<file path="src/hw/ims_pkg.sv">
package ims_pkg;
   // register byte offsets
   localparam logic [31:0] IMS_OFF_CTRL = 32'h0000_0000;
   localparam logic [31:0] IMS_OFF_SEQ = 32'h0000_0004;
   localparam logic [31:0] IMS_OFF_BAUD = 32'h0000_0008;
   localparam logic [31:0] IMS_OFF_BUF = 32'h0000_000C;
   localparam logic [31:0] IMS_OFF_STAT = 32'h0000_0010;
   // control register bits
   localparam int IMS_CTRL_EN = 0;
   localparam int IMS_CTRL_IE = 1;
   localparam int IMS_CTRL_W = 2;
   // sequence_control_reg bits
   localparam int IMS_SEQ_RS = 1;
   localparam int IMS_SEQ_STOP = 2;
   localparam int IMS_SEQ_RX = 3;
   localparam int IMS_SEQ_ACK = 4;
   localparam int IMS_SEQ_ACK_DATA_BIT = 5;
   localparam int IMS_SEQ_ACKST = 6;
   localparam int IMS_REQ_W = 5;
   // baud reload field widths
   localparam int IMS_RELOAD_W = 7;
   localparam int IMS_RS_RELOAD_W = 6;
   // byte framing, bus response codes and reset byte
   localparam logic [3:0] IMS_LAST_DATA = 4'h7;
   localparam logic [3:0] IMS_ACK_SLOT = 4'h8;
   localparam logic [1:0] IMS_RESP_OKAY = 2'h0;
   localparam logic [1:0] IMS_RESP_SLVERR = 2'h2;
   localparam logic [7:0] IMS_RESET_BYTE = 8'h00;

   typedef struct packed {
      logic scl;
      logic sda;
   } ims_line_t;

   // status register layout, bit 0 is buf_full
   typedef struct packed {
      logic irq;
      logic bus_col;
      logic rx_ovf;
      logic wr_col;
      logic stop_det;
      logic start_det;
      logic buf_full;
   } ims_stat_t;

   typedef enum logic [9:0] {
      S_IDLE = 10'b00_0000_0001,
      S_RS_SCLLO = 10'b00_0000_0010,
      S_RS_SDAHI = 10'b00_0000_0100,
      S_LOW = 10'b00_0000_1000,
      S_REL = 10'b00_0001_0000,
      S_HIGH = 10'b00_0010_0000,
      S_RS_SDALO = 10'b00_0100_0000,
      S_SP_SDALO = 10'b00_1000_0000,
      S_SP_SDAREL = 10'b01_0000_0000,
      S_SP_END = 10'b10_0000_0000
   } ims_state_t;

   typedef enum logic [2:0] {
      OP_RS = 3'h0,
      OP_TX = 3'h1,
      OP_RX = 3'h2,
      OP_ACK = 3'h3,
      OP_STOP = 3'h4
   } ims_op_t;
endpackage

</file>
<file path="src/hw/ims_sequencer.sv">
`timescale 1ns/100ps
// Contract
// - restart from idle pulls SCL low, then loads 6-bit reload, releases SDA one period.
// - on timeout with SDA high release SCL; when high reload, wait, then SDA low.
// - restart end clears request, keeps SDA low, start flag, interrupt on timeout.
// - restart request ignored while another bus event runs.
// - restart collision if SDA low as SCL rises or SCL falls early.
// - buffer write during any sequence is dropped and sets write collision.
// - low five sequence bits locked until the running sequence completes.
// - buffer write when idle sets buffer full, starts counter, shifts byte out.
// - transmit changes SDA in the same cycle it pulls SCL low, one period low, one period high.
// - after bit eight clear buffer full, release SDA, sample ack into status.
// - after ninth clock set interrupt, stop counter, hold SCL low.
// - receive toggles SCL, shifts SDA, after eight bits loads buffer and flags.
// - reading the buffer after receive clears buffer full.
// - byte arriving while buffer full sets receive overflow.
// - ack sequence drives ack bit, low period, release, high period, low, idle.
// - stop drives SDA low, period, release SCL, period, release SDA, stop flag.
// - one period after stop clears stop request and sets interrupt.
// - released SCL holds counter until SCL reads high, then reloads.
// - in sleep the unit keeps working and wakes on interrupt if enabled.
// - reset or disable aborts transfers and clears start and stop flags.
// - start and stop flags show bus state; interrupt on stop when enabled.
// - sampled SDA compared to driven level; mismatch sets bus collision.
// - baud counter steps twice per instruction cycle and stops at zero.
// - bus collision aborts, releases lines, clears requests, returns to idle.
module ims_sequencer
   import ims_pkg::*;
#(
   parameter int TICK_DIV = 2
) (
   // clock and reset
   input wire logic mclk_i,
   input wire logic sys_rst_i,
   // axi4-lite write
   input wire logic [31:0] s_axi_awaddr_i,
   input wire logic s_axi_awvalid_i,
   output logic s_axi_awready_o,
   input wire logic [31:0] s_axi_wdata_i,
   input wire logic [3:0] s_axi_wstrb_i,
   input wire logic s_axi_wvalid_i,
   output logic s_axi_wready_o,
   output logic [1:0] s_axi_bresp_o,
   output logic s_axi_bvalid_o,
   input wire logic s_axi_bready_i,
   // axi4-lite read
   input wire logic [31:0] s_axi_araddr_i,
   input wire logic s_axi_arvalid_i,
   output logic s_axi_arready_o,
   output logic [31:0] s_axi_rdata_o,
   output logic [1:0] s_axi_rresp_o,
   output logic s_axi_rvalid_o,
   input wire logic s_axi_rready_i,
   // two-wire bus
   input wire logic scl_i,
   output logic scl_o,
   output logic scl_oe_o,
   input wire logic sda_i,
   output logic sda_o,
   output logic sda_oe_o,
   // system
   input wire logic sleep_i,
   output logic irq_o,
   output logic wake_o
);
   if (TICK_DIV < 1) begin : g_chk
      $error("TICK_DIV must be at least 1");
   end

   localparam int DW = (TICK_DIV > 1) ? $clog2(TICK_DIV) : 1;

   ims_line_t line_m_reg, line_s_reg, line_p_reg;
   ims_state_t state_reg;
   ims_op_t op_reg;
   ims_stat_t stat_reg;
   logic [IMS_CTRL_W-1:0] ctrl_reg;
   logic [IMS_RELOAD_W-1:0] baud_reload_reg;
   logic [IMS_RELOAD_W-1:0] baud_counter;
   logic [IMS_REQ_W-1:0] seq_reg;
   logic ack_data_reg, ack_status_reg;
   logic [7:0] transfer_buffer, shift_register;
   logic [3:0] bitcnt_reg;
   logic scl_low_reg, sda_low_reg;
   logic [DW-1:0] div_reg;
   logic tick, tmo, col, busy;
   logic [IMS_RELOAD_W-1:0] reload_full, reload_rs;
   // bus slave
   logic aw_hold_reg, w_hold_reg, bvalid_reg, rvalid_reg;
   logic [31:0] awaddr_reg, wdata_reg, rdata_reg;
   logic wstrb0_reg;
   logic [1:0] bresp_reg, rresp_reg;
   logic wr_fire, rd_fire, wr_en, rd_buf;
   logic wr_ctrl, wr_seq, wr_baud, wr_buf, wr_stat;

   function automatic logic mapped(input logic [31:0] a);
      return (a == IMS_OFF_CTRL) || (a == IMS_OFF_SEQ) || (a == IMS_OFF_BAUD)
         || (a == IMS_OFF_BUF) || (a == IMS_OFF_STAT);
   endfunction

   // pin synchronisers
   always_ff @(posedge mclk_i) begin
      if (sys_rst_i) begin
         line_m_reg <= '1;
         line_s_reg <= '1;
         line_p_reg <= '1;
      end else begin
         line_m_reg <= '{scl: scl_i, sda: sda_i};
         line_s_reg <= line_m_reg;
         line_p_reg <= line_s_reg;
      end
   end

   // baud tick: two per four-phase instruction cycle
   always_ff @(posedge mclk_i) begin
      if (sys_rst_i || div_reg == DW'(TICK_DIV - 1)) begin
         div_reg <= '0;
      end else begin
         div_reg <= div_reg + 1'b1;
      end
   end
   assign tick = (div_reg == DW'(TICK_DIV - 1));

   // write channel
   assign s_axi_awready_o = !aw_hold_reg;
   assign s_axi_wready_o = !w_hold_reg;
   assign wr_fire = aw_hold_reg && w_hold_reg && !bvalid_reg;
   assign wr_en = wr_fire && wstrb0_reg && mapped(awaddr_reg);
   assign wr_ctrl = wr_en && awaddr_reg == IMS_OFF_CTRL;
   assign wr_seq = wr_en && awaddr_reg == IMS_OFF_SEQ;
   assign wr_baud = wr_en && awaddr_reg == IMS_OFF_BAUD;
   assign wr_buf = wr_en && awaddr_reg == IMS_OFF_BUF && ctrl_reg[IMS_CTRL_EN];
   assign wr_stat = wr_en && awaddr_reg == IMS_OFF_STAT;

   always_ff @(posedge mclk_i) begin
      if (sys_rst_i) begin
         aw_hold_reg <= 1'b0;
         w_hold_reg <= 1'b0;
         bvalid_reg <= 1'b0;
         awaddr_reg <= '0;
         wdata_reg <= '0;
         wstrb0_reg <= 1'b0;
         bresp_reg <= IMS_RESP_OKAY;
      end else begin
         if (s_axi_awvalid_i && !aw_hold_reg) begin
            aw_hold_reg <= 1'b1;
            awaddr_reg <= s_axi_awaddr_i;
         end
         if (s_axi_wvalid_i && !w_hold_reg) begin
            w_hold_reg <= 1'b1;
            wdata_reg <= s_axi_wdata_i;
            wstrb0_reg <= s_axi_wstrb_i[0];
         end
         if (wr_fire) begin
            aw_hold_reg <= 1'b0;
            w_hold_reg <= 1'b0;
            bvalid_reg <= 1'b1;
            bresp_reg <= mapped(awaddr_reg) ? IMS_RESP_OKAY : IMS_RESP_SLVERR;
         end else if (s_axi_bready_i) begin
            bvalid_reg <= 1'b0;
         end
      end
   end
   assign s_axi_bvalid_o = bvalid_reg;
   assign s_axi_bresp_o = bresp_reg;

   // read channel
   assign s_axi_arready_o = !rvalid_reg;
   assign rd_fire = s_axi_arvalid_i && !rvalid_reg;
   assign rd_buf = rd_fire && s_axi_araddr_i == IMS_OFF_BUF;

   always_ff @(posedge mclk_i) begin
      if (sys_rst_i) begin
         rvalid_reg <= 1'b0;
         rdata_reg <= '0;
         rresp_reg <= IMS_RESP_OKAY;
      end else if (rd_fire) begin
         rvalid_reg <= 1'b1;
         rresp_reg <= mapped(s_axi_araddr_i) ? IMS_RESP_OKAY : IMS_RESP_SLVERR;
         case (s_axi_araddr_i)
            IMS_OFF_CTRL: rdata_reg <= 32'(ctrl_reg);
            IMS_OFF_SEQ: rdata_reg <= 32'({ack_status_reg, ack_data_reg, seq_reg});
            IMS_OFF_BAUD: rdata_reg <= 32'(baud_reload_reg);
            IMS_OFF_BUF: rdata_reg <= 32'(transfer_buffer);
            IMS_OFF_STAT: rdata_reg <= 32'(stat_reg);
            default: rdata_reg <= '0;
         endcase
      end else if (s_axi_rready_i) begin
         rvalid_reg <= 1'b0;
      end
   end
   assign s_axi_rvalid_o = rvalid_reg;
   assign s_axi_rdata_o = rdata_reg;
   assign s_axi_rresp_o = rresp_reg;

   // software-only settings
   always_ff @(posedge mclk_i) begin
      if (sys_rst_i) begin
         ctrl_reg <= '0;
         baud_reload_reg <= '0;
      end else begin
         if (wr_ctrl) begin
            ctrl_reg <= wdata_reg[IMS_CTRL_W-1:0];
         end
         if (wr_baud) begin
            baud_reload_reg <= wdata_reg[IMS_RELOAD_W-1:0];
         end
      end
   end

   assign reload_full = baud_reload_reg;
   assign reload_rs = {1'b0, baud_reload_reg[IMS_RS_RELOAD_W-1:0]};
   assign tmo = (baud_counter == '0);
   assign busy = (state_reg != S_IDLE);

   // arbitration and collision watch
   always_comb begin
      col = 1'b0;
      case (state_reg)
         S_RS_SDAHI: col = tmo && !line_s_reg.sda;
         S_REL: col = (op_reg == OP_RS) && line_s_reg.scl && !line_s_reg.sda;
         S_HIGH: begin
            if (op_reg == OP_RS || op_reg == OP_STOP) begin
               col = !line_s_reg.scl && !sda_low_reg;
            end else if (op_reg == OP_ACK || (op_reg == OP_TX && bitcnt_reg != IMS_ACK_SLOT)) begin
               col = !sda_low_reg && !line_s_reg.sda;
            end
         end
         S_SP_SDAREL: col = !line_s_reg.scl;
         default: col = 1'b0;
      endcase
   end

   // sequencer, flags and buffer
   always_ff @(posedge mclk_i) begin
      if (sys_rst_i || !ctrl_reg[IMS_CTRL_EN]) begin
         state_reg <= S_IDLE;
         op_reg <= OP_TX;
         stat_reg <= '0;
         seq_reg <= '0;
         ack_data_reg <= 1'b0;
         ack_status_reg <= 1'b0;
         transfer_buffer <= IMS_RESET_BYTE;
         shift_register <= IMS_RESET_BYTE;
         bitcnt_reg <= '0;
         scl_low_reg <= 1'b0;
         sda_low_reg <= 1'b0;
         baud_counter <= '0;
      end else begin
         if (tick && !tmo) begin
            baud_counter <= baud_counter - 1'b1;
         end
         // software clears go first so hardware sets win
         if (wr_stat) begin
            stat_reg <= stat_reg & ~ims_stat_t'(wdata_reg[$bits(ims_stat_t)-1:0]);
         end
         if (wr_seq) begin
            ack_data_reg <= wdata_reg[IMS_SEQ_ACK_DATA_BIT];
            if (!busy) begin
               seq_reg <= wdata_reg[IMS_REQ_W-1:0];
            end
         end
         if (rd_buf && op_reg == OP_RX) begin
            stat_reg.buf_full <= 1'b0;
         end
         if (wr_buf && busy) begin
            stat_reg.wr_col <= 1'b1;
         end
         // bus condition monitor
         if (line_s_reg.scl && line_p_reg.scl && line_p_reg.sda && !line_s_reg.sda) begin
            stat_reg.start_det <= 1'b1;
            stat_reg.stop_det <= 1'b0;
         end
         if (line_s_reg.scl && line_p_reg.scl && !line_p_reg.sda && line_s_reg.sda) begin
            stat_reg.stop_det <= 1'b1;
            stat_reg.start_det <= 1'b0;
            // foreign stop frees the bus; our own stop flags it one period later
            if (!(busy && op_reg == OP_STOP)) begin
               stat_reg.irq <= 1'b1;
            end
         end
         if (col) begin
            state_reg <= S_IDLE;
            scl_low_reg <= 1'b0;
            sda_low_reg <= 1'b0;
            seq_reg <= '0;
            stat_reg.bus_col <= 1'b1;
            if (op_reg == OP_TX) begin
               stat_reg.buf_full <= 1'b0;
            end
         end else begin
            case (state_reg)
               S_IDLE: begin
                  if (wr_buf) begin
                     transfer_buffer <= wdata_reg[7:0];
                     shift_register <= wdata_reg[7:0];
                     stat_reg.buf_full <= 1'b1;
                     bitcnt_reg <= '0;
                     op_reg <= OP_TX;
                     scl_low_reg <= 1'b1;
                     sda_low_reg <= !wdata_reg[7];
                     baud_counter <= reload_full;
                     state_reg <= S_LOW;
                  end else if (seq_reg[IMS_SEQ_RS]) begin
                     scl_low_reg <= 1'b1;
                     op_reg <= OP_RS;
                     state_reg <= S_RS_SCLLO;
                  end else if (seq_reg[IMS_SEQ_STOP]) begin
                     scl_low_reg <= 1'b1;
                     sda_low_reg <= 1'b1;
                     op_reg <= OP_STOP;
                     state_reg <= S_SP_SDALO;
                  end else if (seq_reg[IMS_SEQ_RX]) begin
                     scl_low_reg <= 1'b1;
                     sda_low_reg <= 1'b0;
                     bitcnt_reg <= '0;
                     op_reg <= OP_RX;
                     baud_counter <= reload_full;
                     state_reg <= S_LOW;
                  end else if (seq_reg[IMS_SEQ_ACK]) begin
                     scl_low_reg <= 1'b1;
                     sda_low_reg <= !ack_data_reg;
                     op_reg <= OP_ACK;
                     baud_counter <= reload_full;
                     state_reg <= S_LOW;
                  end
               end
               S_RS_SCLLO: begin
                  if (!line_s_reg.scl) begin
                     baud_counter <= reload_rs;
                     sda_low_reg <= 1'b0;
                     state_reg <= S_RS_SDAHI;
                  end
               end
               S_RS_SDAHI: begin
                  if (tmo) begin
                     scl_low_reg <= 1'b0;
                     state_reg <= S_REL;
                  end
               end
               S_LOW: begin
                  if (tmo) begin
                     scl_low_reg <= 1'b0;
                     state_reg <= S_REL;
                  end
               end
               S_REL: begin
                  if (line_s_reg.scl) begin
                     baud_counter <= reload_full;
                     state_reg <= S_HIGH;
                  end
               end
               S_HIGH: begin
                  if (tmo) begin
                     case (op_reg)
                        OP_RS: begin
                           sda_low_reg <= 1'b1;
                           baud_counter <= reload_full;
                           state_reg <= S_RS_SDALO;
                        end
                        OP_STOP: begin
                           sda_low_reg <= 1'b0;
                           state_reg <= S_SP_SDAREL;
                        end
                        OP_ACK: begin
                           scl_low_reg <= 1'b1;
                           seq_reg[IMS_SEQ_ACK] <= 1'b0;
                           stat_reg.irq <= 1'b1;
                           state_reg <= S_IDLE;
                        end
                        OP_TX: begin
                           scl_low_reg <= 1'b1;
                           if (bitcnt_reg == IMS_ACK_SLOT) begin
                              ack_status_reg <= line_s_reg.sda;
                              stat_reg.irq <= 1'b1;
                              state_reg <= S_IDLE;
                           end else begin
                              if (bitcnt_reg == IMS_LAST_DATA) begin
                                 stat_reg.buf_full <= 1'b0;
                              end
                              shift_register <= {shift_register[6:0], 1'b1};
                              sda_low_reg <= !shift_register[6];
                              bitcnt_reg <= bitcnt_reg + 1'b1;
                              baud_counter <= reload_full;
                              state_reg <= S_LOW;
                           end
                        end
                        OP_RX: begin
                           scl_low_reg <= 1'b1;
                           shift_register <= {shift_register[6:0], line_s_reg.sda};
                           if (bitcnt_reg == IMS_LAST_DATA) begin
                              transfer_buffer <= {shift_register[6:0], line_s_reg.sda};
                              stat_reg.rx_ovf <= stat_reg.rx_ovf | stat_reg.buf_full;
                              stat_reg.buf_full <= 1'b1;
                              stat_reg.irq <= 1'b1;
                              seq_reg[IMS_SEQ_RX] <= 1'b0;
                              state_reg <= S_IDLE;
                           end else begin
                              bitcnt_reg <= bitcnt_reg + 1'b1;
                              baud_counter <= reload_full;
                              state_reg <= S_LOW;
                           end
                        end
                        default: state_reg <= S_IDLE;
                     endcase
                  end
               end
               S_RS_SDALO: begin
                  if (tmo) begin
                     seq_reg[IMS_SEQ_RS] <= 1'b0;
                     stat_reg.irq <= 1'b1;
                     scl_low_reg <= 1'b1;
                     state_reg <= S_IDLE;
                  end
               end
               S_SP_SDALO: begin
                  if (!line_s_reg.sda) begin
                     baud_counter <= reload_full;
                     state_reg <= S_LOW;
                  end
               end
               S_SP_SDAREL: begin
                  if (line_s_reg.sda) begin
                     baud_counter <= reload_full;
                     state_reg <= S_SP_END;
                  end
               end
               S_SP_END: begin
                  if (tmo) begin
                     seq_reg[IMS_SEQ_STOP] <= 1'b0;
                     stat_reg.irq <= 1'b1;
                     state_reg <= S_IDLE;
                  end
               end
               default: state_reg <= S_IDLE;
            endcase
         end
      end
   end

   // open-drain pins: only ever pull low
   assign scl_o = 1'b0;
   assign sda_o = 1'b0;
   assign scl_oe_o = scl_low_reg;
   assign sda_oe_o = sda_low_reg;

   assign irq_o = stat_reg.irq && ctrl_reg[IMS_CTRL_IE];
   assign wake_o = irq_o && sleep_i;
endmodule

</file>
<file path="config.mk">
export PLATFORM = sky130hd
export DESIGN_NAME = ims_sequencer
export DESIGN_NICKNAME = d
export VERILOG_FILES = /design/src/hw/ims_pkg.sv /design/src/hw/ims_sequencer.sv
export SDC_FILE = /design/constraint.sdc
export NUM_CORES = 1
export LEC_CHECK = 0
export BUFFER_PORTS_ARGS = -buffer_cell sky130_fd_sc_hd__buf_2
export CAP_MARGIN = 20
export CORE_MARGIN = 4
export CORE_UTILIZATION = 25
export DETAILED_ROUTE_END_ITERATION = 16
export PLACE_DENSITY_LB_ADDON = 0.12
export SKIP_LAST_GASP = 1
export SLEW_MARGIN = 20
export SYNTH_ARGS = -nofsm -noshare
export SYNTH_HDL_FRONTEND = slang
export SYNTH_SLANG_ARGS = --single-unit
export TNS_END_PERCENT = 10
</file>
<file path="constraint.sdc">
create_clock -name mclk_i -period 2.8 [get_ports mclk_i]
set_input_delay 0.42 -clock mclk_i [delete_from_list [all_inputs] [get_ports mclk_i]]
set_output_delay 0.42 -clock mclk_i [all_outputs]
set_load 0.02 [all_outputs]
</file>
; Yosys cells after proc, flatten, opt, wreduce, memory -nomap -nowiden
; Index checks and enable logic that the tools add are counted.
[totals]
reg_bits = 152
in_bits = 110
[op_classes]
addsub = 3
eq_ne = 47
muxes = 125
bitwise_logic = 5
reduce_logical = 85
[op_table]
columns = operator, n
row1 = "== test 32 x 4 -> 1 bit, second input constant", 4
row2 = two-way mux 10 bit, 12
row3 = two-way mux 7 bit, 17
row4 = one-hot mux 10 bit (8 select lines), 1
row5 = "== test 32 x 3 -> 1 bit, second input constant", 2
row6 = "== test 32 x 5 -> 1 bit, second input constant", 2
row7 = zero test 32 bit, 2
row8 = two-way mux 1 bit, 52
row9 = one-hot mux 7 bit (6 select lines), 1
row10 = one-hot mux 10 bit (4 select lines), 1
row11 = one-hot mux 8 bit (5 select lines), 1
row12 = two-way mux 4 bit, 9
row13 = two-way mux 8 bit, 4
row14 = logical AND 1 bit, 31
row15 = one-hot mux 7 bit (2 select lines), 2
row16 = one-hot mux 7 bit (3 select lines), 1
row17 = "inequality test 2 bit, second input constant", 10
row18 = "inequality test 3 bit, second input constant", 6
row19 = AND reduction 6 bit, 3
row20 = one-hot mux 4 bit (2 select lines), 2
row21 = one-hot mux 8 bit (2 select lines), 1
row22 = two-way mux 3 bit, 5
row23 = zero test 1 bit, 13
row24 = logical OR 1 bit, 12
row25 = 46 further kinds, 71

; Longest topological paths before layout
; Gate-level depths: netlist (run 1).
[logic_depth]
ltp_word = 15
depth_mapped = 10

; Least setup slack after synthesis (run 1)
; OpenSTA, ideal clock, no wires.
[synth_timing]
kind = reg-to-reg
start = register aw_hold_reg
end = register baud_counter[3]
setup_time_ns = 0.117
t_arrival_ns = 2.505
required_time_ns = 2.683
setup_slack_ns = 0.178
path_stages_with_launch = 8
n_path_buf = 1
synth_period_minus_slack_ns = 2.622
cell_sequence = dfxtp_1 inv_1 or3_4 or4_4 buf_6 a311o_1 or4b_1 a32o_1
[synth_between]
elab_chain_cells = 9
[synth_lines]
columns = element, line
row1 = start: declaration, ims_sequencer.sv:88  ; logic aw_hold_reg, w_hold_reg, bvalid_reg, rvalid_reg;
row2 = start signal: assignment, ims_sequencer.sv:136  ; aw_hold_reg <= 1'b0;
row3 = start signal: assignment, ims_sequencer.sv:145  ; aw_hold_reg <= 1'b1;
row4 = start signal: assignment, ims_sequencer.sv:154  ; aw_hold_reg <= 1'b0;
row5 = logical AND 1 bit (2 in series), ims_sequencer.sv:126  ; assign wr_fire = aw_hold_reg && w_hold_reg && !bvalid_reg;
row6 = logical AND 1 bit (2 in series), ims_sequencer.sv:127  ; assign wr_en = wr_fire && wstrb0_reg && mapped(awaddr_reg);
row7 = logical AND 1 bit (2 in series), ims_sequencer.sv:131  ; assign wr_buf = wr_en && awaddr_reg == IMS_OFF_BUF && ctrl_reg[IMS_CTRL_EN];
row8 = two-way mux 7 bit, ims_sequencer.sv:293  ; if (wr_buf) begin
row9 = one-hot mux 7 bit (6 select lines), ims_sequencer.sv:291  ; case (state_reg)
row10 = two-way mux 7 bit, ims_sequencer.sv:281  ; if (col) begin
row11 = end signal: assignment, ims_sequencer.sv:301  ; baud_counter <= reload_full;
row12 = end signal: assignment, ims_sequencer.sv:317  ; baud_counter <= reload_full;
row13 = end signal: assignment, ims_sequencer.sv:323  ; baud_counter <= reload_full;
row14 = end: declaration, ims_sequencer.sv:78  ; logic [IMS_RELOAD_W-1:0] baud_counter;
; Every way passes these cells.
; A chain may end at the register's enable or synchronous reset.

; Final worst setup path (run 1)
[layout_timing]
start = register bitcnt_reg[0]
end = register baud_counter[3]
[layout_between]
elab_chain_cells = 7
[layout_lines]
columns = element, line
row1 = start: declaration, ims_sequencer.sv:82  ; logic [3:0] bitcnt_reg;
row2 = start signal: assignment, ims_sequencer.sv:382  ; bitcnt_reg <= bitcnt_reg + 1'b1;
row3 = start signal: assignment, ims_sequencer.sv:398  ; bitcnt_reg <= bitcnt_reg + 1'b1;
row4 = "parallel branches: the longest is 6 deep, another holds two-way mux 7 bit", --
row5 = two-way mux 7 bit (*), ims_sequencer.sv:281
row6 = end signal: assignment, ims_sequencer.sv:250  ; baud_counter <= baud_counter - 1'b1;
row7 = end signal: assignment, ims_sequencer.sv:301
row8 = end signal: assignment, ims_sequencer.sv:317
; Mark *: on every way between the ends.

==> results of run 1 <==
-- power by group --
part,internal [mW],total (mW),switching [mW],leakage (nW)
Combinational,0.113,0.292,0.179,1.91
Clock,1.38,2.26,0.873,0.282
Sequential,1.84,1.89,0.0445,1.02
Total,3.34,4.43,1.10,3.21
-- repair_timing --
action	in CTS	in global routing
hold buffers	0	0
endpoints found under the setup margin	0	1
setup buffers	0	0
resized for setup	0	3
-- final timing paths --
check / endpoint / slack, ns / cells after the start
worst max-delay path: baud_counter[3] / 0.16 / 8
worst min-delay path: s_axi_rvalid_o / 0.17 / 2
worst max register to register: baud_counter[3] / 0.16 / 8
worst min register to register: line_s_reg[0] / 0.40 / 1
-- cells in the mapped netlist, drive strengths merged, types with 3 or more instances --
cell type,n
nand2,132
dfxtp,126
a21oi,68
nor2,57
clkbuf,45
o21ai,31
buf,30
mux2i,30
nor3,26
nor4,25
nand3,21
a211oi,17
nand2b,15
inv,12
or2,12
nand4,11
or4,11
nor2b,8
and3,7
xor2,7
a22o,6
a222oi,5
nand4b,5
o211ai,5
or3,5
a22oi,4
a311oi,4
a31oi,4
and2,4
nand3b,4
and3b,3
and4b,3
ha,3
nor3b,3
nor4b,3
or4b,3
-- layout make-up --
| cell class | instances | area, sq um | area share |
|---|---|---|---|
| multi-input combinational | 604 | 3490 | 0.436 |
| sequential | 126 | 2520 | 0.315 |
| timing repair buffer | 155 | 948 | 0.118 |
| clock buffer | 20 | 467 | 0.0582 |
| tap | 330 | 413 | 0.0515 |
| clock inverter | 11 | 130 | 0.0162 |
| inverter | 12 | 45.0 | 0.00562 |
-- metal layers --
metal | GRT usage | part of all wire | wire (microns) | vias to the layer above
met5 | 0 | 0 | 0 | -
met4 | 0.0438 | 0.016 | 338 | 0
met3 | 0.0385 | 0.065 | 1370 | 27
met2 | 0.235 | 0.44 | 9410 | 197
met1 | 0.205 | 0.48 | 10100 | 2793
li1 | - | - | - | 3046
-- logic make-up (layout without fill, tap and decap cells) --
| kind of cell | after synthesis | count (layout) | share of synthesized area |
|---|---|---|---|
| simple gates | 364 | 364 | 0.292 |
| compound gates | 168 | 168 | 0.167 |
| flops | 126 | 126 | 0.398 |
| buf+inv | 87 | 198 | 0.0695 |
| mux | 32 | 32 | 0.0545 |
| xor+xnor | 9 | 9 | 0.0124 |
| fa+ha+maj | 3 | 3 | 0.00592 |
| other cells | 1 | 28 | 0.000592 |
-- stage by stage --
step / area [sq um] / worst slack [ns] / cells
after CTS: 8000 / 0.0851 / 1258
after global placement: 7410 / 0.0852 / 1227
final: 8020 / 0.157 / 1258
after global routing: 8020 / 0.0123 / 1258
after detailed placement: 7410 / 0.0986 / 1227
after floorplan: 6440 / 0.178 / 817
==> results list, run 1 <==
- Worst clock skew on the final layout: 0.00795 ns
- Total of buffers placed on input and output ports: 101
- In this design, the stage delay of the slowest critical-path cell is between 0.5 and 0.6 ns.
* Number of nets in the layout: a little over 1000
* Result of the run: finished clean
- In this run the power density over the cells is around 550 nW/um^2.
- Sinks on Clock Net: between 100 and 150
- Summed over all failing endpoints, the final setup total negative slack is 0 ns.
* Critical path's top delay family: compound AO/OA/AOI/OAI gates
- Setup violations remaining at the end of the flow were counted as 0.
* Largest area contributor in the synthesized netlist: dfxtp_1
* Maximum number of pins on one net before global-route repair: between 60 and 70
- The share of synthesized area in the top cell type comes to 0.398.
- Die outline area: between 20000 and 30000 sq um
- Clock-pin slew reported for the worst setup and hold paths after clock tree synthesis: ~0.06 ns
* Final ANT Viol Nets: 0
- Setup crit end kind: flip-flop
- Placeable Area: 25000 sq um
- The first global-routing pass estimated around 33000 microns of wire.
- The max-slew violation total from the final report is 0.
- Portion of the post-synthesis area used by sequential elements: 0.398
- Counting flops with a built-in enable in the synthesized netlist gives 0.
- The number of antenna violations at the first check in global routing was 0.
- The worst path needs about 2.6 ns of the cycle, external delays included.
* Post-synthesis sequential element count: between 100 and 150
- Initial Util: 0.253
* CTS max path bufs: 2
- Synthesis instantiated 68 different standard cells from the library.
- Final HPWL from detailed placement: roughly 16000 microns
* Clock network latency to the later pin of the worst-skew pair: between 0.4 and 0.5 ns
- STA puts the critical path data required time at between 3 and 4 ns.
* Synthesized instance count: between 700 and 800
- The tightest hold path in the finished design has a slack of 0.173 ns.
- IR analysis of the VDD net gives a maximum drop of 0.322 mV.
* Unrepaired setup endpoints after global routing: false
- The repair_antennas step left the layout with diodes totalling 0.
* Slowest cell on the critical path: or4b_1
- The library cell used most frequently in the layout, excluding fill and tap cells, is nand2_1.
* Total of fill cells in the finished design: ~2700
* Crit path arrival time: about 3.0 ns
- For this design the static power due to leakage is ~3.2 nW.
- HP Start: s_axi_rready_i
- Syn Area/Cell: 8.02 sq um
- Counting both buffers and inverters, the worst setup path holds a total of 1.
- Total power of the final layout: ~4.4 mW
- In the final layout, the share of cells above drive strength 1 is 0.232.
- I/O pins: 157
- In the final routed layout, each cell accounts on average for ~17 microns.
* Util after Layout: 0.320
- The count of endpoints failing hold in the final timing report came to 0.
- The register with the most flip-flops in the layout has 32 of them.
* Yosys synthesis warning count: 0
* Routability congestion estimate: ~0.85
- Relative slew margins: 0.496
- Hold/Removal Path Class: primary input to flip-flop
- CTS placed an instance of clkbuf_16 at the clock tree root.
- From synthesis to final layout, the design area changed by 26.5%.
- Timing would allow up to around 380 MHz.
- 1st-iter DRT viols: between 300 and 400
- Sorting the synthesized cells by area gives the leading types as dfxtp_1, nand2_1, a21oi_1.
* Cell area after technology mapping: 6340 sq um
- Max-cap violations: 0
* Ys async rst share: 0
- Worst R2R Start: bitcnt_reg[0]
* Vias per inst: approximately 4.8
- For the pin with the worst max-slew slack, the measured transition is ~0.76 ns.
* DRC: 0
* Number of global-route vias before repair: slightly below 6000
* Most used flip-flop cell after synthesis: dfxtp_1
- Final wirelength: 21200 microns
- Clock tree synthesis inserted a total of 17 buffers.
* GRT Overall Usage: 0.150
* Vert. Die Dim: roughly 170 microns
- The first TritonRoute pass finished after 5 iterations.
- Floorplan die width: between 150 and 200 microns
* Leading cell types in the layout, fill and taps excluded: nand2_1, dfxtp_1, buf_2, a21oi_1, nor2_1
- Of all nets on the critical path, the largest fanout is 6.
- Number of placement rows: 58
* CTS H-Tree Depth: 4
- Via count of the routed design: a little over 6000
- Startpoint type of the worst setup path: flip-flop
* Part of the cycle the worst path needs: 0.944
* GRT Residual Overflow: 0
- CTS tree: done
- The critical path starts at bitcnt_reg[0].
- The setup path with the least slack is of type flip-flop to flip-flop.
- Traced cell by cell, the critical path runs through inv_1 -> ha_1 -> and3b_1 -> o22ai_1 -> a31oi_1 -> a311o_1 -> or4b_1 -> a32o_1.
(Power assumes the default switching activity.)
==> run 2, diff against run 1 <==
Settings changed: PLACE_DENSITY set to 0.52, PLACE_DENSITY_LB_ADDON 0.12 to not set.
==> run 2 against run 1 <==
Non-clock buffer count shrank 7. Global-route usage shrank 1.5 points. Largest power group unchanged. Via count shrank 0.49%. Worst setup slack lost 0.024 ns. Sequential share of layout area grew 0.55 points. Die area is the same. Power shrank 5.6%. Register-to-register slack lost 0.02 ns. Count of clock-buffer cells in the layout grew 3. First-iteration DRC count grew 13%.
==> results list, run 2 (same netlist as run 1, synthesis figures left out) <==
- Summed over all cells, the static leakage comes to 3.14 nW.
- In the routed design, unresolved DRC markers number 0.
- The HPWL after detailed placement is between 10000 and 15000 microns.
* Initial antenna violation count: 2
* Peak-usage layer in the global routing report: met2
- TritonCTS built the clock tree.
* GRT Overall Usage: 0.135
* Required time of the critical path: between 3 and 4 ns
- After clock tree synthesis, the clock-pin slew on the worst setup and hold paths is roughly 0.060 ns.
* Power density cells: approximately 530 nW/um^2
- Crit path arrival time: ~3.0 ns
- In the global route stage, met2 resource usage came out at 0.215.
* Total power of the final layout: roughly 4.2 mW
- IR analysis of the VDD net gives a maximum drop of between 0.3 and 0.4 mV.
- Final Hold Slack: between 0.15 and 0.2 ns
- For flop-to-flop paths, the worst setup slack is ~0.13 ns.
- Max-slew violation total from the final report: 0
- Reg-to-reg endpoint: baud_counter[3]
- The total overflow left after global routing is 0.
- Number of placement rows: 58
- Worst r2r path cells: 8
* Max-cap violations: 0
- At the end of the flow, the number of nets in the layout was 1022.
* Post-CTS setup buffer count: 0
- Of all nets on the critical path, the largest fanout is 6.
- Leading cell types in the layout, fill and taps excluded: nand2_1, dfxtp_1, buf_2, a21oi_1, nor2_1
- # hold bufs at CTS: 0
* Floorplan die width: between 150 and 200 microns
- Walking the worst path, the cells encountered are inv_1 -> ha_1 -> and3b_1 -> o22ai_1 -> a31oi_1 -> a311o_1 -> or4b_1 -> a32o_1.
- Worst hold stages: 2
- TritonCTS created 17 clock buffers.
- Wire length of the first global-routing pass: between 30000 and 40000 microns
* Maximum cell stage delay along the critical path: ~0.52 ns
* Ratio of cells with drive above 1 in the final layout: 0.218
- Routability congestion estimate: 0.879
- The flow ran to the end, and the final reports show no timing, DRC or antenna violations.
- The tree built by TritonCTS fans out to ~130 sinks.
* Worst hold path endpoint: s_axi_rvalid_o
- Startpoint type of the worst setup path: flip-flop
* Part of the cycle the worst path needs: 0.952
- Timing would allow up to 375 MHz.
- In this run, the number of DRC markers left after iteration 0 of detailed routing was 440.
* Placeable Area: roughly 25000 sq um
* Cell at the root of the clock tree: clkbuf_16
- After layout, the minimum clock period comes to between 2 and 3 ns.
- Wires add up to roughly 19000 microns.
- The repair_antennas step left the layout with diodes totalling 0.
* Endpoints failing setup: 0
* CTS max path bufs: 2
- Before antenna repair, the detailed router went through 5 iterations.
- Hold/Removal Path Class: primary input to flip-flop
* Initial Util: 0.253
* Global-route track usage on met1: 0.182
- Via count of the routed design: between 6000 and 7000
* Number of hold-slack violations in the final timing report: 0
- I/O pins: approximately 160
* Maximum number of pins on one net before global-route repair: a little over 60
- Vert. Die Dim: ~170 microns
- Number of standard cells in the final layout excluding fillers: around 1300
- CTS H-Tree Depth: 4
- The register with the most flip-flops in the layout has 32 of them.
- Worst-Margin Slew: 0.665 ns
* Setup crit end kind: flip-flop
- Number of global-route vias before repair: 5655
- Area Overhead vs Synth: 24.4%
- Including well taps, the total number of placed cells is between 1000 and 1500.
- The placed instances occupy a cell area of between 7000 and 8000 sq um.
- Unrepaired setup endpoints after global routing: true
- Clock network latency to the later pin of the worst-skew pair: about 0.42 ns
- Die outline area: ~28000 sq um
* Per-cell routed wire length: 15.4 microns
- In the routed layout, each cell is associated on average with a via count of about 4.8.
- Worst clock skew on the final layout: around 0.012 ns
- After routing the design area is just under 8000 sq um.
* Relative slew margins: 0.557
- The count of buffers added on input and output ports is around 100.
- Global-route track usage on met3: 0.0352
* Slowest cell on the critical path: or4b_1
- The worst hold path begins at s_axi_rready_i.
* Worst R2R Start: bitcnt_reg[0]
* Critical path type: flip-flop to flip-flop
* Final ANT Viol Nets: 0
* Total of fill cells in the finished design: ~2700
* Most common library cell in the layout ignoring fill and taps: nand2_1
run 2: changes by cell type in the layout (fill, tap and decap cells not counted), moves of 2 or more:
cell / before / now
clkbuf_1: 0 / 4
clkinvlp_4: 4 / 2
inv_6: 3 / 0
buf_4: 51 / 45
clkinv_2: 1 / 4
run 2: worst max path at each step:
stage                        start              end
floorplan              aw_hold_reg  baud_counter[3]
global placement    awaddr_reg[17]  baud_counter[3]
detailed placement  awaddr_reg[30]  baud_counter[3]
CTS                 awaddr_reg[30]  baud_counter[3]
global route         bitcnt_reg[0]  baud_counter[3]
finish               bitcnt_reg[0]  baud_counter[3]
run 2: cell type report:
cell class,instances,area (sq um),share of cell area
clock inverter,7,65.1,0.00826
tap,330,413,0.0524
inverter,12,45.0,0.00572
timing repair buffer,148,883,0.112
multi-input combinational,604,3480,0.442
sequential,126,2520,0.320
clock buffer,23,468,0.0594
run 2: worst max-delay path: cells and delay by family (launching register included):
kind	cells	cell delay (ns)
buf+inv	1	0.07
simple gates	2	0.79
fa+ha+maj	1	0.20
flops	1	0.40
compound gates	4	1.09
run 2: repair_timing:
item / 4_1_cts / 5_1_grt
endpoints found under the hold margin: 0 / 0
resized for setup: 0 / 1
setup endpoints to repair: 0 / 4
run 2: metrics by stage:
step	setup slack [ns]	util	TNS [ns]
after CTS	0.132	0.314	0
final	0.133	0.315	0
after global placement	0.175	0.293	0
after global routing	-0.000272	0.315	-0.000272
after detailed placement	0.142	0.293	0
after floorplan	0.178	-	0
run 2: layer usage:
metal	routed length [microns]	vias to the layer above
met4	173	2
met1	9080	2765
met5	19	-
li1	-	3032
met2	8660	215
met3	1310	19
run 2: where the power goes:
part,internal [mW],switching (mW)
Sequential,1.84,0.0422
Clock,1.25,0.766
Combinational,0.110,0.175
Total,3.20,0.983
==> run 3, diff against run 2 <==
Settings changed: REMOVE_ABC_BUFFERS set to 1.
==> run 3 against run 2 <==
Fmax is 1.5% higher. Sequential power hardly changed. Clock power is 9% higher. Die area stayed put. Routed wire length is 1.0% higher. Critical path depth is 2 lower. Power is 4.2% higher. Register-to-register slack better by 0.04 ns. Combinational power hardly changed. Hold slack better by 0.0064 ns. Non-clock buffer count is 4 higher. Design area is 1.3% higher. Critical path type unchanged. Largest power group unchanged. Highest routed layer is now met4.
==> results list, run 3 (same netlist as run 1, synthesis figures left out) <==
- Result of the run: finished clean
* Clock network latency to the later pin of the worst-skew pair: 0.42 ns
- roughly 160 I/O pins were placed.
* Total of fill cells in the finished design: 2752
* Power spent charging and discharging nets: about 1.0 mW
- Worst hold stages: 2
* Required time of the critical path: a little over 3 ns
* Final wirelength: approximately 20000 microns
* Maximum number of pins on one net before global-route repair: 53
- Final ANT Viol Nets: 0
- Most common library cell in the layout ignoring fill and taps: nand2_1
- The register with the most flip-flops in the layout has 32 of them.
* Worst clock skew on the final layout: between 0.009 and 0.01 ns
* Crit path arrival time: just under 3 ns
* Hold/Removal Path Class: primary input to flip-flop
- Maximum resistive drop on vdd: about 0.40 mV
- For the pin with the worst max-slew slack, the measured transition is between 0.9 and 1 ns.
- Power Internal: between 3 and 4 mW
* CTS H-Tree Depth: 4
* Die outline area: between 20000 and 30000 sq um
- After layout, the design draws a total of between 4 and 5 mW.
- Wire length of the first global-routing pass: approximately 31000 microns
- Diode insertion count for antenna repair: 0
- Setup crit end kind: flip-flop
- In the routed layout, each cell is associated on average with a via count of ~5.
- Of the cells placed in the final design, the portion with a size suffix greater than 1 is 0.226.
- In this run the horizontal extent of the chip is between 150 and 200 microns.
- Number of global-route vias before repair: 5846
- The net count of the finished layout is ~1000.
- Critical path type: flip-flop to flip-flop
- Final HPWL from detailed placement: ~15000 microns
- The initialized floorplan defines 58 standard-cell rows.
* Highest clock frequency the design can meet: around 380 MHz
* CTS max path bufs: 2
- Vert. Die Dim: 167 microns
* PnR worst setup slack: about 0.17 ns
- Sinks on Clock Net: 126
* Endpoints failing setup: 0
- Power density cells: between 500 and 600 nW/um^2
- Number of hold-slack violations in the final timing report: 0
- The top cell types in the final layout, fill and taps aside, are nand2_1, dfxtp_1, buf_2, a21oi_1, nor2_1.
* Post-CTS setup buffer count: 0
- Peak-usage layer in the global routing report: met2
- Setup WS pre-CTS: 0.0785 ns
- Buffers placed on the I/O ports in this run total 101.
* Part of the cycle the worst path needs: 0.939
- Clock-pin slew was measured on the worst setup and hold paths at about 0.060 ns.
- The tool flagged a number of max-cap violations equal to 0.
- In the global route stage, met3 resource usage came out at 0.0359.
* Worst r2r path cells: 6
- Sw frac: 0.236
* Initial antenna violation count: 0
- Number of clock buffers inserted by TritonCTS: 17
- Startpoint type of the worst setup path: flip-flop
- Placeable Area: roughly 25000 sq um
* DRC: 0
- Via count of the routed design: roughly 6000
* First-pass iteration count of the detailed router: 5
- Max-slew violation total from the final report: 0
* GRT Residual Overflow: 0
- For this design the static power due to leakage is roughly 3.2 nW.
* Critical path peak fanout: 6
* Unrepaired setup endpoints after global routing: true
- For this run, global-route usage on met2 was measured as 0.215.
* Per-cell routed wire length: 15.5 microns
- For this block, the initial DRC count from the detailed router was 403.
- The tree is rooted in a clkbuf_16.
- Routability congestion estimate: slightly above 0.9
* Initial Util: 0.253
- GRT Overall Usage: 0.136
- CTS tree: done
- Sequential Power Share: 0.432
- Clock period minus worst slack: roughly 2.6 ns
- Of the total power, the clock network draws 0.503.
- Share of total power in combinational logic: 0.065
- Relative slew margins: 0.393
- From synthesis to final layout, the design area changed by 25.9%.
- Global-route track usage on met1: 0.185
==> run 3: final cells by class <==
class	instances	area (sq um)	area share
clock inverter	9	109	0.0136
tap	330	413	0.0517
clock buffer	23	478	0.0599
sequential	126	2520	0.316
timing repair buffer	152	913	0.114
inverter	12	45.0	0.00565
multi-input combinational	604	3500	0.438
==> run 3: routing by layer <==
layer  share of wire  vias up
met5               0        -
met4           0.012        0
met3           0.076       16
met2            0.45      218
met1            0.46     2821
li1                -     3043
==> run 3: through the flow <==
step | utilization | instance area, sq um | TNS (ns) | hold slack [ns] | std cells
after floorplan | - | 6040 | -0.00417 | 0.389 | 742
after global placement | 0.294 | 7370 | 0 | 0.391 | 1224
after detailed placement | 0.294 | 7370 | 0 | 0.397 | 1224
after CTS | 0.318 | 7960 | 0 | 0.167 | 1256
after global routing | 0.319 | 7980 | -0.169 | 0.174 | 1256
final | 0.319 | 7980 | 0 | 0.185 | 1256
==> run 3: critical path, cell delays in order, from the launching register on <==
cell	delay, ns
dfxtp_1	0.38
inv_1	0.09
or3_4	0.37
or4_4	0.58
a311o_1	0.37
or4b_1	0.53
a32o_1	0.21
==> run 3: power groups by stage <==
stage	Combinational (mW)	Clock, mW	Sequential (mW)
after floorplan	0.150	0	1.91
after global placement	0.283	0	1.92
after detailed placement	0.285	0	1.92
after CTS	0.286	2.24	1.88
after global routing	0.316	2.33	1.89
final	0.283	2.19	1.88
==> run 3: final timing paths <==
path                                     start         endpoint  slack [ns]
worst max-delay path               aw_hold_reg  baud_counter[3]        0.17
worst min-delay path            s_axi_rready_i   s_axi_rvalid_o        0.18
worst max register to register     aw_hold_reg  baud_counter[3]        0.17
worst min register to register   line_m_reg[1]    line_s_reg[1]        0.41
==> run 3: repair_timing <==
| item | 4_1_cts | 5_1_grt |
|---|---|---|
| hold buffers | 0 | 0 |
| resized for setup | 0 | 3 |
| endpoints found under the setup margin | 0 | 10 |
